## src/design/ssts_map.vh

```
// ssts_map.vh: constants for the service self-test sequencer
// assumes inclusion by bare name from the design files
`ifndef SSTS_MAP_VH
`define SSTS_MAP_VH
`define SSTS_CLK_HZ        20000000
`define SSTS_STEP_MS       500
`define SSTS_STEP_CYC      ((`SSTS_CLK_HZ / 1000) * `SSTS_STEP_MS)
`define SSTS_FLASH_MS      250
`define SSTS_FLASH_CYC     ((`SSTS_CLK_HZ / 1000) * `SSTS_FLASH_MS)
`define SSTS_SEL_RAM       4'h0
`define SSTS_SEL_ROM       4'h1
`define SSTS_SEL_PRM       4'h2
`define SSTS_SEL_DISP      4'h3
`define SSTS_SEL_ADC0      4'h4
`define SSTS_SEL_ADC1      4'h5
`define SSTS_SEL_ADC2      4'h6
`define SSTS_SEL_ADC3      4'h7
`define SSTS_SEL_RELAY     4'h8
`define SSTS_SEL_ECHO      4'h9
`define SSTS_IND_IDLE      3'h0
`define SSTS_IND_BUSY      3'h1
`define SSTS_IND_PASS      3'h2
`define SSTS_IND_FAIL      3'h3
`define SSTS_IND_LIVE      3'h4
`define SSTS_IND_DISP      3'h5
`define SSTS_IND_RELAY     3'h6
`define SSTS_IND_ECHO      3'h7
`define SSTS_RLY_STEPS     4'h8
`endif

```

## src/design/ssts_mem_scan.v

```verilog
// ssts_mem_scan.v: one-pass memory scanner with error flag and 16-bit sum
// assumes the memory answers read data one cycle after the address
`timescale 1ns/1ps
module ssts_mem_scan #(
  parameter AW = 8
) (
  input  wire          ref_clk,
  input  wire          srst,
  input  wire          start,
  output reg  [AW-1:0] addr_r,
  output reg           rd_r,
  input  wire [7:0]    rd_data,
  input  wire          rd_err,
  output reg           done_r,
  output reg           err_r,
  output reg  [15:0]   sum_r
);
  reg          busy_r;
  reg          last_r;
  reg          vld_r;

  always @(posedge ref_clk) begin
    if (srst) begin
      addr_r <= {AW{1'b0}};
      rd_r   <= 1'b0;
      done_r <= 1'b0;
      err_r  <= 1'b0;
      sum_r  <= 16'h0000;
      busy_r <= 1'b0;
      last_r <= 1'b0;
      vld_r  <= 1'b0;
    end else begin
      done_r <= 1'b0;
      vld_r  <= rd_r;
      if (start) begin
        addr_r <= {AW{1'b0}};
        rd_r   <= 1'b1;
        err_r  <= 1'b0;
        sum_r  <= 16'h0000;
        busy_r <= 1'b1;
        last_r <= 1'b0;
      end else if (busy_r) begin
        if (vld_r) begin
          sum_r <= sum_r + {8'h00, rd_data};
          if (rd_err)
            err_r <= 1'b1;
        end
        if (rd_r) begin
          if (&addr_r) begin
            rd_r   <= 1'b0;
            last_r <= 1'b1;
          end else begin
            addr_r <= addr_r + {{(AW-1){1'b0}}, 1'b1};
          end
        end else if (last_r && !vld_r) begin
          busy_r <= 1'b0;
          last_r <= 1'b0;
          done_r <= 1'b1;
        end
      end
    end
  end
endmodule

```

## src/design/ssts_top.v

```verilog
// ssts_top.v: service self-test sequencer, menu gate, test runs and indications
// assumes synchronous inputs on ref_clk, a byte receiver/transmitter outside
`timescale 1ns/1ps
`include "ssts_map.vh"

module ssts_top #(
  parameter AW        = 8,
  parameter STEP_CYC  = `SSTS_STEP_CYC,
  parameter FLASH_CYC = `SSTS_FLASH_CYC
) (
  input  wire        ref_clk,
  input  wire        srst,
  input  wire        svc_key,
  input  wire        menu_exit,
  input  wire        test_start,
  input  wire [3:0]  test_sel,
  output reg         group_avail_r,
  output reg  [AW-1:0] mem_addr_r,
  output reg         mem_rd_r,
  output reg  [1:0]  mem_space_r,
  input  wire [7:0]  mem_rd_data,
  input  wire        mem_rd_err,
  output reg  [1:0]  adc_chan_r,
  output reg         adc_src_id_r,
  output reg         adc_req_r,
  input  wire        adc_valid,
  input  wire [15:0] adc_mvolt,
  output reg  [2:0]  ind_r,
  output reg  [15:0] disp_val_r,
  output reg         disp_all_on_r,
  output reg         err_lamp_r,
  output reg  [3:0]  relay_sw_r,
  output reg         relay_gauge_channel_one_r,
  output reg         relay_gauge_channel_two_r,
  output reg         relay_err_r,
  input  wire        rx_valid,
  input  wire [7:0]  rx_data,
  output reg         tx_valid_r,
  output reg  [7:0]  tx_data_r
);
  localparam ST_IDLE  = 6'b000001;
  localparam ST_MEM   = 6'b000010;
  localparam ST_HOLD  = 6'b000100;
  localparam ST_ADC   = 6'b001000;
  localparam ST_RELAY = 6'b010000;
  localparam ST_ECHO  = 6'b100000;

  reg  [5:0]  state_r;
  reg  [5:0]  state_nxt;
  reg         strap_done_r;
  reg  [3:0]  sel_r;
  reg         flash_en_r;
  reg  [31:0] flash_cnt_r;
  reg  [31:0] step_cnt_r;
  reg  [3:0]  rly_step_r;
  reg         scan_start_r;
  reg  [6:0]  rly_vec_nxt;

  wire [AW-1:0] scan_addr;
  wire          scan_rd;
  wire          scan_done;
  wire          scan_err;
  wire [15:0]   scan_sum;

  wire          sel_ok;
  wire          can_take;
  wire          go;
  wire          step_wrap;
  wire          rly_last;

  // memory and relay runs finish on their own; only leaving the group cuts them short
  // an unknown select code is refused so it cannot stop a failure's flashing
  assign sel_ok    = (test_sel <= `SSTS_SEL_ECHO);
  assign can_take  = (state_r == ST_IDLE) || (state_r == ST_HOLD) ||
                     (state_r == ST_ADC)  || (state_r == ST_ECHO);
  assign go        = test_start && group_avail_r && !menu_exit && sel_ok && can_take;
  assign step_wrap = (step_cnt_r == STEP_CYC - 1);
  assign rly_last  = step_wrap && (rly_step_r == `SSTS_RLY_STEPS - 4'h1);

  ssts_mem_scan #(.AW(AW)) u_scan (
    .ref_clk (ref_clk),
    .srst    (srst),
    .start   (scan_start_r),
    .addr_r  (scan_addr),
    .rd_r    (scan_rd),
    .rd_data (mem_rd_data),
    .rd_err  (mem_rd_err),
    .done_r  (scan_done),
    .err_r   (scan_err),
    .sum_r   (scan_sum)
  );

  // key is caught on the first clock after reset release, never under reset
  always @(posedge ref_clk) begin
    if (srst) begin
      strap_done_r  <= 1'b0;
      group_avail_r <= 1'b0;
    end else if (!strap_done_r) begin
      strap_done_r  <= 1'b1;
      group_avail_r <= svc_key;
    end
  end

  always @* begin
    state_nxt = state_r;
    case (state_r)
      ST_IDLE, ST_HOLD, ST_ADC, ST_ECHO: begin
        if (menu_exit)
          state_nxt = ST_IDLE;
        else if (go) begin
          case (test_sel)
            `SSTS_SEL_RAM, `SSTS_SEL_ROM, `SSTS_SEL_PRM: state_nxt = ST_MEM;
            `SSTS_SEL_DISP:  state_nxt = ST_HOLD;
            `SSTS_SEL_ADC0, `SSTS_SEL_ADC1,
            `SSTS_SEL_ADC2, `SSTS_SEL_ADC3: state_nxt = ST_ADC;
            `SSTS_SEL_RELAY: state_nxt = ST_RELAY;
            `SSTS_SEL_ECHO:  state_nxt = ST_ECHO;
            default:         state_nxt = state_r;
          endcase
        end
      end
      ST_MEM: begin
        if (menu_exit)
          state_nxt = ST_IDLE;
        else if (scan_done)
          state_nxt = ST_HOLD;
      end
      ST_RELAY: begin
        if (menu_exit)
          state_nxt = ST_IDLE;
        else if (rly_last)
          state_nxt = ST_HOLD;
      end
      default: state_nxt = ST_IDLE;
    endcase
  end

  always @(posedge ref_clk) begin
    if (srst) begin
      state_r       <= ST_IDLE;
      sel_r         <= 4'h0;
      scan_start_r  <= 1'b0;
      ind_r         <= `SSTS_IND_IDLE;
      disp_val_r    <= 16'h0000;
      disp_all_on_r <= 1'b0;
      flash_en_r    <= 1'b0;
      mem_space_r   <= 2'h0;
      adc_chan_r    <= 2'h0;
      adc_src_id_r  <= 1'b0;
      adc_req_r     <= 1'b0;
      tx_valid_r    <= 1'b0;
      tx_data_r     <= 8'h00;
      step_cnt_r    <= 32'h00000000;
      rly_step_r    <= 4'h0;
    end else begin
      state_r      <= state_nxt;
      scan_start_r <= 1'b0;
      tx_valid_r   <= 1'b0;
      adc_req_r    <= 1'b0;
      if (state_nxt != ST_IDLE && state_r != state_nxt || go) begin
        disp_all_on_r <= 1'b0;
        flash_en_r    <= 1'b0;
      end
      if (menu_exit) begin
        ind_r         <= `SSTS_IND_IDLE;
        flash_en_r    <= 1'b0;
        disp_all_on_r <= 1'b0;
      end else if (go) begin
        sel_r      <= test_sel;
        step_cnt_r <= 32'h00000000;
        rly_step_r <= 4'h0;
        case (test_sel)
          `SSTS_SEL_RAM, `SSTS_SEL_ROM, `SSTS_SEL_PRM: begin
            mem_space_r  <= test_sel[1:0];
            scan_start_r <= 1'b1;
            ind_r        <= `SSTS_IND_BUSY;
          end
          `SSTS_SEL_DISP: begin
            ind_r         <= `SSTS_IND_DISP;
            disp_all_on_r <= 1'b1;
          end
          `SSTS_SEL_ADC0, `SSTS_SEL_ADC1, `SSTS_SEL_ADC2, `SSTS_SEL_ADC3: begin
            adc_chan_r   <= test_sel[1:0];
            adc_src_id_r <= test_sel[1];
            ind_r        <= `SSTS_IND_LIVE;
          end
          `SSTS_SEL_RELAY: ind_r <= `SSTS_IND_RELAY;
          `SSTS_SEL_ECHO:  ind_r <= `SSTS_IND_ECHO;
          default:         ind_r <= ind_r;
        endcase
      end else begin
        case (state_r)
          ST_MEM: begin
            if (scan_done) begin
              ind_r      <= scan_err ? `SSTS_IND_FAIL : `SSTS_IND_PASS;
              flash_en_r <= scan_err;
              // checksum shown after either outcome of the program memory test
              if (sel_r == `SSTS_SEL_ROM)
                disp_val_r <= scan_sum;
            end
          end
          ST_ADC: begin
            // request every cycle so the reading keeps following the input
            adc_req_r <= 1'b1;
            if (adc_valid)
              disp_val_r <= adc_mvolt;
          end
          ST_RELAY: begin
            if (step_wrap) begin
              step_cnt_r <= 32'h00000000;
              rly_step_r <= rly_step_r + 4'h1;
            end else begin
              step_cnt_r <= step_cnt_r + 32'h00000001;
            end
          end
          ST_ECHO: begin
            if (rx_valid) begin
              tx_valid_r <= 1'b1;
              tx_data_r  <= rx_data;
            end
          end
          default: ind_r <= ind_r;
        endcase
      end
    end
  end

  // memory port registered from the scanner in every state, not only while a memory test runs
  always @(posedge ref_clk) begin
    if (srst) begin
      mem_addr_r <= {AW{1'b0}};
      mem_rd_r   <= 1'b0;
    end else begin
      mem_addr_r <= scan_addr;
      mem_rd_r   <= scan_rd;
    end
  end

  // vector order: relays 4..1, gauge channel one, gauge channel two, error relay
  // step 0 and any step past the error relay keep all released
  always @* begin
    rly_vec_nxt = 7'h00;
    case (rly_step_r)
      4'h1:    rly_vec_nxt = 7'h08;
      4'h2:    rly_vec_nxt = 7'h10;
      4'h3:    rly_vec_nxt = 7'h20;
      4'h4:    rly_vec_nxt = 7'h40;
      4'h5:    rly_vec_nxt = 7'h04;
      4'h6:    rly_vec_nxt = 7'h02;
      4'h7:    rly_vec_nxt = 7'h01;
      default: rly_vec_nxt = 7'h00;
    endcase
  end

  // one relay energised in each of steps 1 to 7, none in step 0
  always @(posedge ref_clk) begin
    if (srst) begin
      relay_sw_r                <= 4'h0;
      relay_gauge_channel_one_r <= 1'b0;
      relay_gauge_channel_two_r <= 1'b0;
      relay_err_r               <= 1'b0;
    end else if (state_r == ST_RELAY) begin
      {relay_sw_r, relay_gauge_channel_one_r, relay_gauge_channel_two_r, relay_err_r} <= rly_vec_nxt;
    end else begin
      relay_sw_r                <= 4'h0;
      relay_gauge_channel_one_r <= 1'b0;
      relay_gauge_channel_two_r <= 1'b0;
      relay_err_r               <= 1'b0;
    end
  end

  // lamp blinks at a fixed rate while a memory failure is being shown
  always @(posedge ref_clk) begin
    if (srst) begin
      flash_cnt_r <= 32'h00000000;
      err_lamp_r  <= 1'b0;
    end else if (!flash_en_r) begin
      flash_cnt_r <= 32'h00000000;
      err_lamp_r  <= 1'b0;
    end else if (flash_cnt_r == FLASH_CYC - 1) begin
      flash_cnt_r <= 32'h00000000;
      err_lamp_r  <= ~err_lamp_r;
    end else begin
      flash_cnt_r <= flash_cnt_r + 32'h00000001;
    end
  end
endmodule

```

## config.mk

```make
export PLATFORM = sky130hd
export DESIGN_NAME = ssts_top
export DESIGN_NICKNAME = d
export VERILOG_FILES = /design/src/design/ssts_mem_scan.v /design/src/design/ssts_top.v
export VERILOG_INCLUDE_DIRS = /design/src /design/src/design
export SDC_FILE = /design/constraint.sdc
export NUM_CORES = 1
export LEC_CHECK = 0
export BUFFER_PORTS_ARGS = -buffer_cell sky130_fd_sc_hd__buf_2
export CAP_MARGIN = 20
export CORE_ASPECT_RATIO = 1.25
export CORE_MARGIN = 3
export CORE_UTILIZATION = 45
export DETAILED_ROUTE_END_ITERATION = 10
export PLACE_DENSITY = 0.74
export SKIP_LAST_GASP = 1
export SYNTH_ARGS = -nofsm -noshare
export SYNTH_HDL_FRONTEND = slang
export SYNTH_SLANG_ARGS = --single-unit
export TNS_END_PERCENT = 100
```

## constraint.sdc

```tcl
create_clock -name ref_clk -period 2.3 [get_ports ref_clk]
set_input_delay 0.23 -clock ref_clk [delete_from_list [all_inputs] [get_ports ref_clk]]
set_output_delay 0.23 -clock ref_clk [all_outputs]
set_load 0.02 [all_outputs]
```

# ---- Word-level counts from Yosys, hierarchy flattened
# Index checks and enable logic that the tools add are counted.
dict set report totals {
  ff_bits 163
  latch_bits 0
  ramBits 0
  romBits 0
  output_inout_bits 53
  n_memories 0
}
dict set report classes {
  addsub 5
  multipliers 0
  div 0
  order_cmp 1
  n_eq_ne 32
  shift 0
  muxes 47
  bitwise_logic 8
  n_reduce_logical 46
}
# operator n
set op_table {}
lappend op_table {{32-bit 2-to-1 mux} 3}
lappend op_table {{32-bit by 1-bit adder with 32-bit output (second input constant)} 2}
lappend op_table {{7-bit case mux with 7 select lines} 1}
lappend op_table {{16-bit 2-to-1 mux} 3}
lappend op_table {{6-bit 2-to-1 mux} 6}
lappend op_table {{32-bit by 23-bit equality test with 1-bit output (second input constant)} 1}
lappend op_table {{32-bit by 24-bit equality test with 1-bit output (second input constant)} 1}
lappend op_table {{4-bit by 3-bit equality test with 1-bit output (second input constant)} 8}
lappend op_table {{16-bit case mux with 2 select lines} 1}
lappend op_table {{6-bit case mux with 5 select lines} 1}
lappend op_table {{1-bit 2-to-1 mux} 24}
lappend op_table {{3-bit AND reduction} 7}
lappend op_table {{6-bit case mux with 3 select lines} 1}
lappend op_table {{16-bit by 8-bit adder with 16-bit output} 1}
lappend op_table {{4-bit by 2-bit equality test with 1-bit output (second input constant)} 4}
lappend op_table {{4-bit OR reduction} 4}
lappend op_table {{3-bit case mux with 5 select lines} 1}
lappend op_table {{2-bit nonzero test} 7}
lappend op_table {{4-bit by 1-bit equality test with 1-bit output (second input constant)} 3}
lappend op_table {{4-bit 2-to-1 mux} 3}
lappend op_table {{6-bit by 1-bit != test with 1-bit output (second input constant)} 2}
lappend op_table {{3-bit OR reduction} 4}
lappend op_table {{3-bit 2-to-1 mux} 3}
lappend op_table {{8-bit by 1-bit adder with 8-bit output (second input constant)} 1}
lappend op_table {{22 further kinds} 47}

# ---- Logic depth before layout (Yosys ltp)
dict set report depth {
  depth_word 15
  mapped_depth 9
  mapped_depth_nobuf 9
}

# ---- By module
# From an unflattened synthesis, not the netlist that was laid out.
dict set report unflattened {
  cells_unflattened 863
  area_unflattened_um2 7542.2
}
# module n_inst cells_per_inst area_each_um2 seq_area_each_um2
set modules_own_cells {}
lappend modules_own_cells {ssts_top 1 681 5973.2 2662.6}
lappend modules_own_cells {ssts_mem_scan 1 182 1569.0 600.6}

# ---- Least setup slack after synthesis
# Ideal clock, no wire load.
dict set report synth_path {
  path_type {register -> register}
  from {register u_scan.sum_r[0]}
  to {register u_scan.sum_r[12]}
  setup_time_ns 0.070
  arrival_time_ns 2.081
  t_required_ns 2.230
  setup_slack_ns 0.148
  path_stages_with_launch 10
  n_path_buf 0
  synth_period_minus_slack_ns 2.152
  cell_sequence {dfxtp_1 ha_1 inv_1 fa_1 nor2b_1 o21ai_0 nand2b_1 a311oi_1 or4_1 a21oi_1}
}
dict set report synth_via {
  elab_chain_len 1
}
# element line_no
set synth_lines {}
lappend synth_lines {{start: declaration} ssts_mem_scan.v:16} ;# output reg [15:0] sum_r
lappend synth_lines {{start signal: assignment} ssts_mem_scan.v:44} ;# sum_r <= sum_r + {8'h00, rd_data};
lappend synth_lines {{16-bit by 8-bit adder with 16-bit output} ssts_mem_scan.v:44}
# No other way between the ends.
# A chain may end at the register's enable or synchronous reset.

# ---- Final worst setup path
dict set report layout_path {
  from {register state_r[2]}
  to {register step_cnt_r[17]}
}
dict set report layout_via {
  elab_chain_len 7
  word_cells_on_any_way 12
  classes_between {5 x eq/ne; 1 x mux; 6 x reduce/logical}
}
# element line_no
set layout_lines {}
lappend layout_lines {{start: declaration} ssts_top.v:48} ;# reg [5:0] state_r;
lappend layout_lines {{start signal: assignment} ssts_top.v:156} ;# state_r <= state_nxt;
lappend layout_lines {{6-bit by 1-bit equality test with 1-bit output / 6-bit by 3-bit equality test with 1-bit output (equally long branches)} ssts_top.v:74} ;# assign can_take = (state_r == ST_IDLE) || (state_r == ST_HOLD) ||
lappend layout_lines {{1-bit logical OR (2 in series)} ssts_top.v:74}
lappend layout_lines {{1-bit logical OR} ssts_top.v:75} ;# (state_r == ST_ADC) || (state_r == ST_ECHO);
lappend layout_lines {{1-bit logical AND} ssts_top.v:76} ;# assign go = test_start && group_avail_r && !menu_exit && sel_ok && can_take;
lappend layout_lines {{2-bit nonzero test (no line)} n/a}
lappend layout_lines {{2-bit AND reduction (no line)} n/a}
lappend layout_lines {{end signal: assignment} ssts_top.v:213} ;# step_cnt_r <= step_cnt_r + 32'h00000001;
lappend layout_lines {{end: declaration} ssts_top.v:54} ;# reg [31:0] step_cnt_r;
# Several ways; a longest one is shown, not always the timed one.

==> results.cfg <==
[pwr]
seqPwrFrac = 0.484
switching_power_uw = 1250
peakVddDrop_mv = 0.430
switching_share = 0.215
p_clk_frac = 0.484
comb_power_share = 0.032
p_per_area_mw_per_mm2 = 633
power.leakage_uw = 0.00364
power_uw = 5820
p_int_uw = 4570

[route]
via_per_inst = 5.50
drtIter0Drc = 445
postRouteAntennaNets = 0
drc = 0
highest_layer = met4
wl_met2_mm = 9.09
dr.pass1.iters = 6
avgRoutedWirePerCell_um = 15.0
wl_mm = 18.2
via_count = 6694
met1_length_mm = 7.95
met3_length_um = 718

[hold_path]
holdCritPathClass = input pin to flip-flop

[synthesis]
synth_async_sr_flop_share = 0
netlist_instances = 869
ys_types = 71
syn_area_mm2 = 0.00759
ys_seq_area_frac = 0.427
syn_nets = 929
avgSynthCellArea_um2 = 8.74
ys_ff_latch = 162
ys_warn_count = 0
synth_edf_count = 0
ys.flop_type = dfxtp_1

[setup_path]
start_kind = flip-flop
critPathKind = flip-flop to flip-flop
required_ns = 2.67
critPathArrivalTime_ns = 2.54
cp_max_fo = 5
endpoint_kind = flip-flop

[clock_tree]
cts_tree = yes
cts_sinks = 162
clockRootBuffer = clkbuf_16
clk_pin_slew_ns = 0.06
cts_made_buffers = 17
insertion_delay_ns = 0.43
clk_path_buf_depth = 2
htree_levels = 4

[global_route]
grt_max_degree = 33
grt_util_all_layers = 0.202
grt_overflow = 0
grt_pass1_vias = 6357
grt_pass1_wl_mm = 30.2
antenna_found_initial = 0

[sta]
tightest_slew_ns = 0.644
slew_violations = 0
post-route-period-util = 0.942
tns_ns = 0
min_period_ns = 2.17
final.setup_skew_ns = 0.0110
setup_viol = 0
hold_viol = 0
slew_headroom = 0.570
rsz0062_at_grt = false
fmax_mhz = 461

[flow_run]
max_cap_viol_count = 0

[die]
boundaryPins = 97
die_width_um = 122
floorplan.die_area_mm2 = 0.0185
start_util = 0.463
num_rows = 52
fp.dieH_um = 151
core_area_mm2 = 0.0164

[final_layout]
final_common_cell = dfxtp_1
nets = 1048
layout_common_cells = dfxtp_1, nor2_1, buf_2
area_growth_pct = 21.0
antennaDiodeCount = 0
drive_gt1_frac = 0.202

[placement]
hpwlAfterDp_mm = 12.9
io_buffers = 96
place.gp.congestion = 0.885

[outcome]
outcome = complete, no violations
critical path, cell delays in order (launching register included):
cell and delay [ns]:
dfxtp_1 0.41, nor3_1 0.11, a21oi_2 0.22, a211oi_4 0.09
buf_4 0.17, buf_4 0.13, or3_1 0.40, or4_1 0.51
nand2_1 0.08
worst paths after layout:
kind                                 start        endpoint  slack (ns)  cells after the start
worst max-delay path            state_r[2]  step_cnt_r[17]        0.13                      8
worst min-delay path            rx_data[5]    tx_data_r[5]        0.03                      3
worst max register to register  state_r[2]  step_cnt_r[17]        0.13                      8
worst min register to register    sel_r[3]        sel_r[3]        0.46                      2
power groups by stage:
stage	combinational (uW)	clock (uW)	sequential, uW
6_report	188	2810	2810
5_1_grt	207	2980	2810
4_1_cts	183	2870	2810
3_5_place_dp	182	0	2880
3_3_place_gp	181	0	2880
2_1_floorplan	90.3	0	2880
synthesized netlist by cell type (21+ instances only):
| library cell | count | area [um^2] |
|---|---|---|
| xor2_1 | 41 | 359 |
| nand2_1 | 70 | 263 |
| nor2_1 | 125 | 469 |
| xnor2_1 | 24 | 210 |
| mux2i_1 | 32 | 320 |
| nand4_1 | 23 | 144 |
| a211oi_1 | 23 | 173 |
| o21ai_0 | 21 | 105 |
| dfxtp_1 | 162 | 3240 |
| and3_1 | 21 | 131 |
| nand3_1 | 33 | 165 |
| clkbuf_1 | 22 | 82.6 |
| a21oi_1 | 44 | 220 |
metal layers:
metal / GRT usage / vias up
li1: - / 3353
met1: 0.245 / 3151
met2: 0.347 / 156
met3: 0.0374 / 34
met4: 0.0924 / 0
met5: 0 / -
logic make-up (layout without fill, tap and decap cells):
kind of cell,Yosys count,in the layout,share of synthesized area
compound gates,151,151,0.138
xor+xnor,65,65,0.0750
fa+ha+maj,16,16,0.0274
buf+inv,61,192,0.0343
flops,162,162,0.427
mux,32,32,0.0422
simple gates,382,382,0.256
cell type report:
class	instances	area, um^2
Multi-Input combinational cell	646	4140
Clock inverter	11	131
Clock buffer	20	467
Fill cell	1515	7210
Sequential cell	162	3250
Inverter	19	71.3
Tap cell	216	270
Timing Repair Buffer	142	863
metrics by stage:
stage                     cell area [um^2]  setup WS [ns]  instances  hold WS [ns]  utilization
after CTS                             9110         0.0315       1212        0.0209        0.555
after global placement                8510         0.0756       1181         0.441        0.519
after detailed placement              8510         0.0422       1181         0.450        0.519
final                                 9190          0.133       1216        0.0326        0.561
after floorplan                       7590          0.148        869         0.366            -
after global routing                  9190         0.0190       1216        0.0341        0.561
what timing repair did:
item | 4_1_cts | 5_1_grt
hold buffers | 0 | 0
setup buffers | 0 | 4
gates resized for setup | 0 | 14
setup endpoints to repair | 0 | 30
hold endpoints to repair | 0 | 0
sequential cells by signal, summed over array words and instances (netlist names), 2 cells and up:
signal / count
step_cnt_r: 32
disp_val_r: 16
u_scan.addr_r: 8
tx_data_r: 8
mem_addr_r: 8
rly_step_r: 4
relay_sw_r: 4
ind_r: 3
u_scan.sum_r: 16
state_r: 6
mem_space_r: 2
adc_chan_r: 2
flash_cnt_r: 32
sel_r: 4
(Power assumes the default switching activity.)
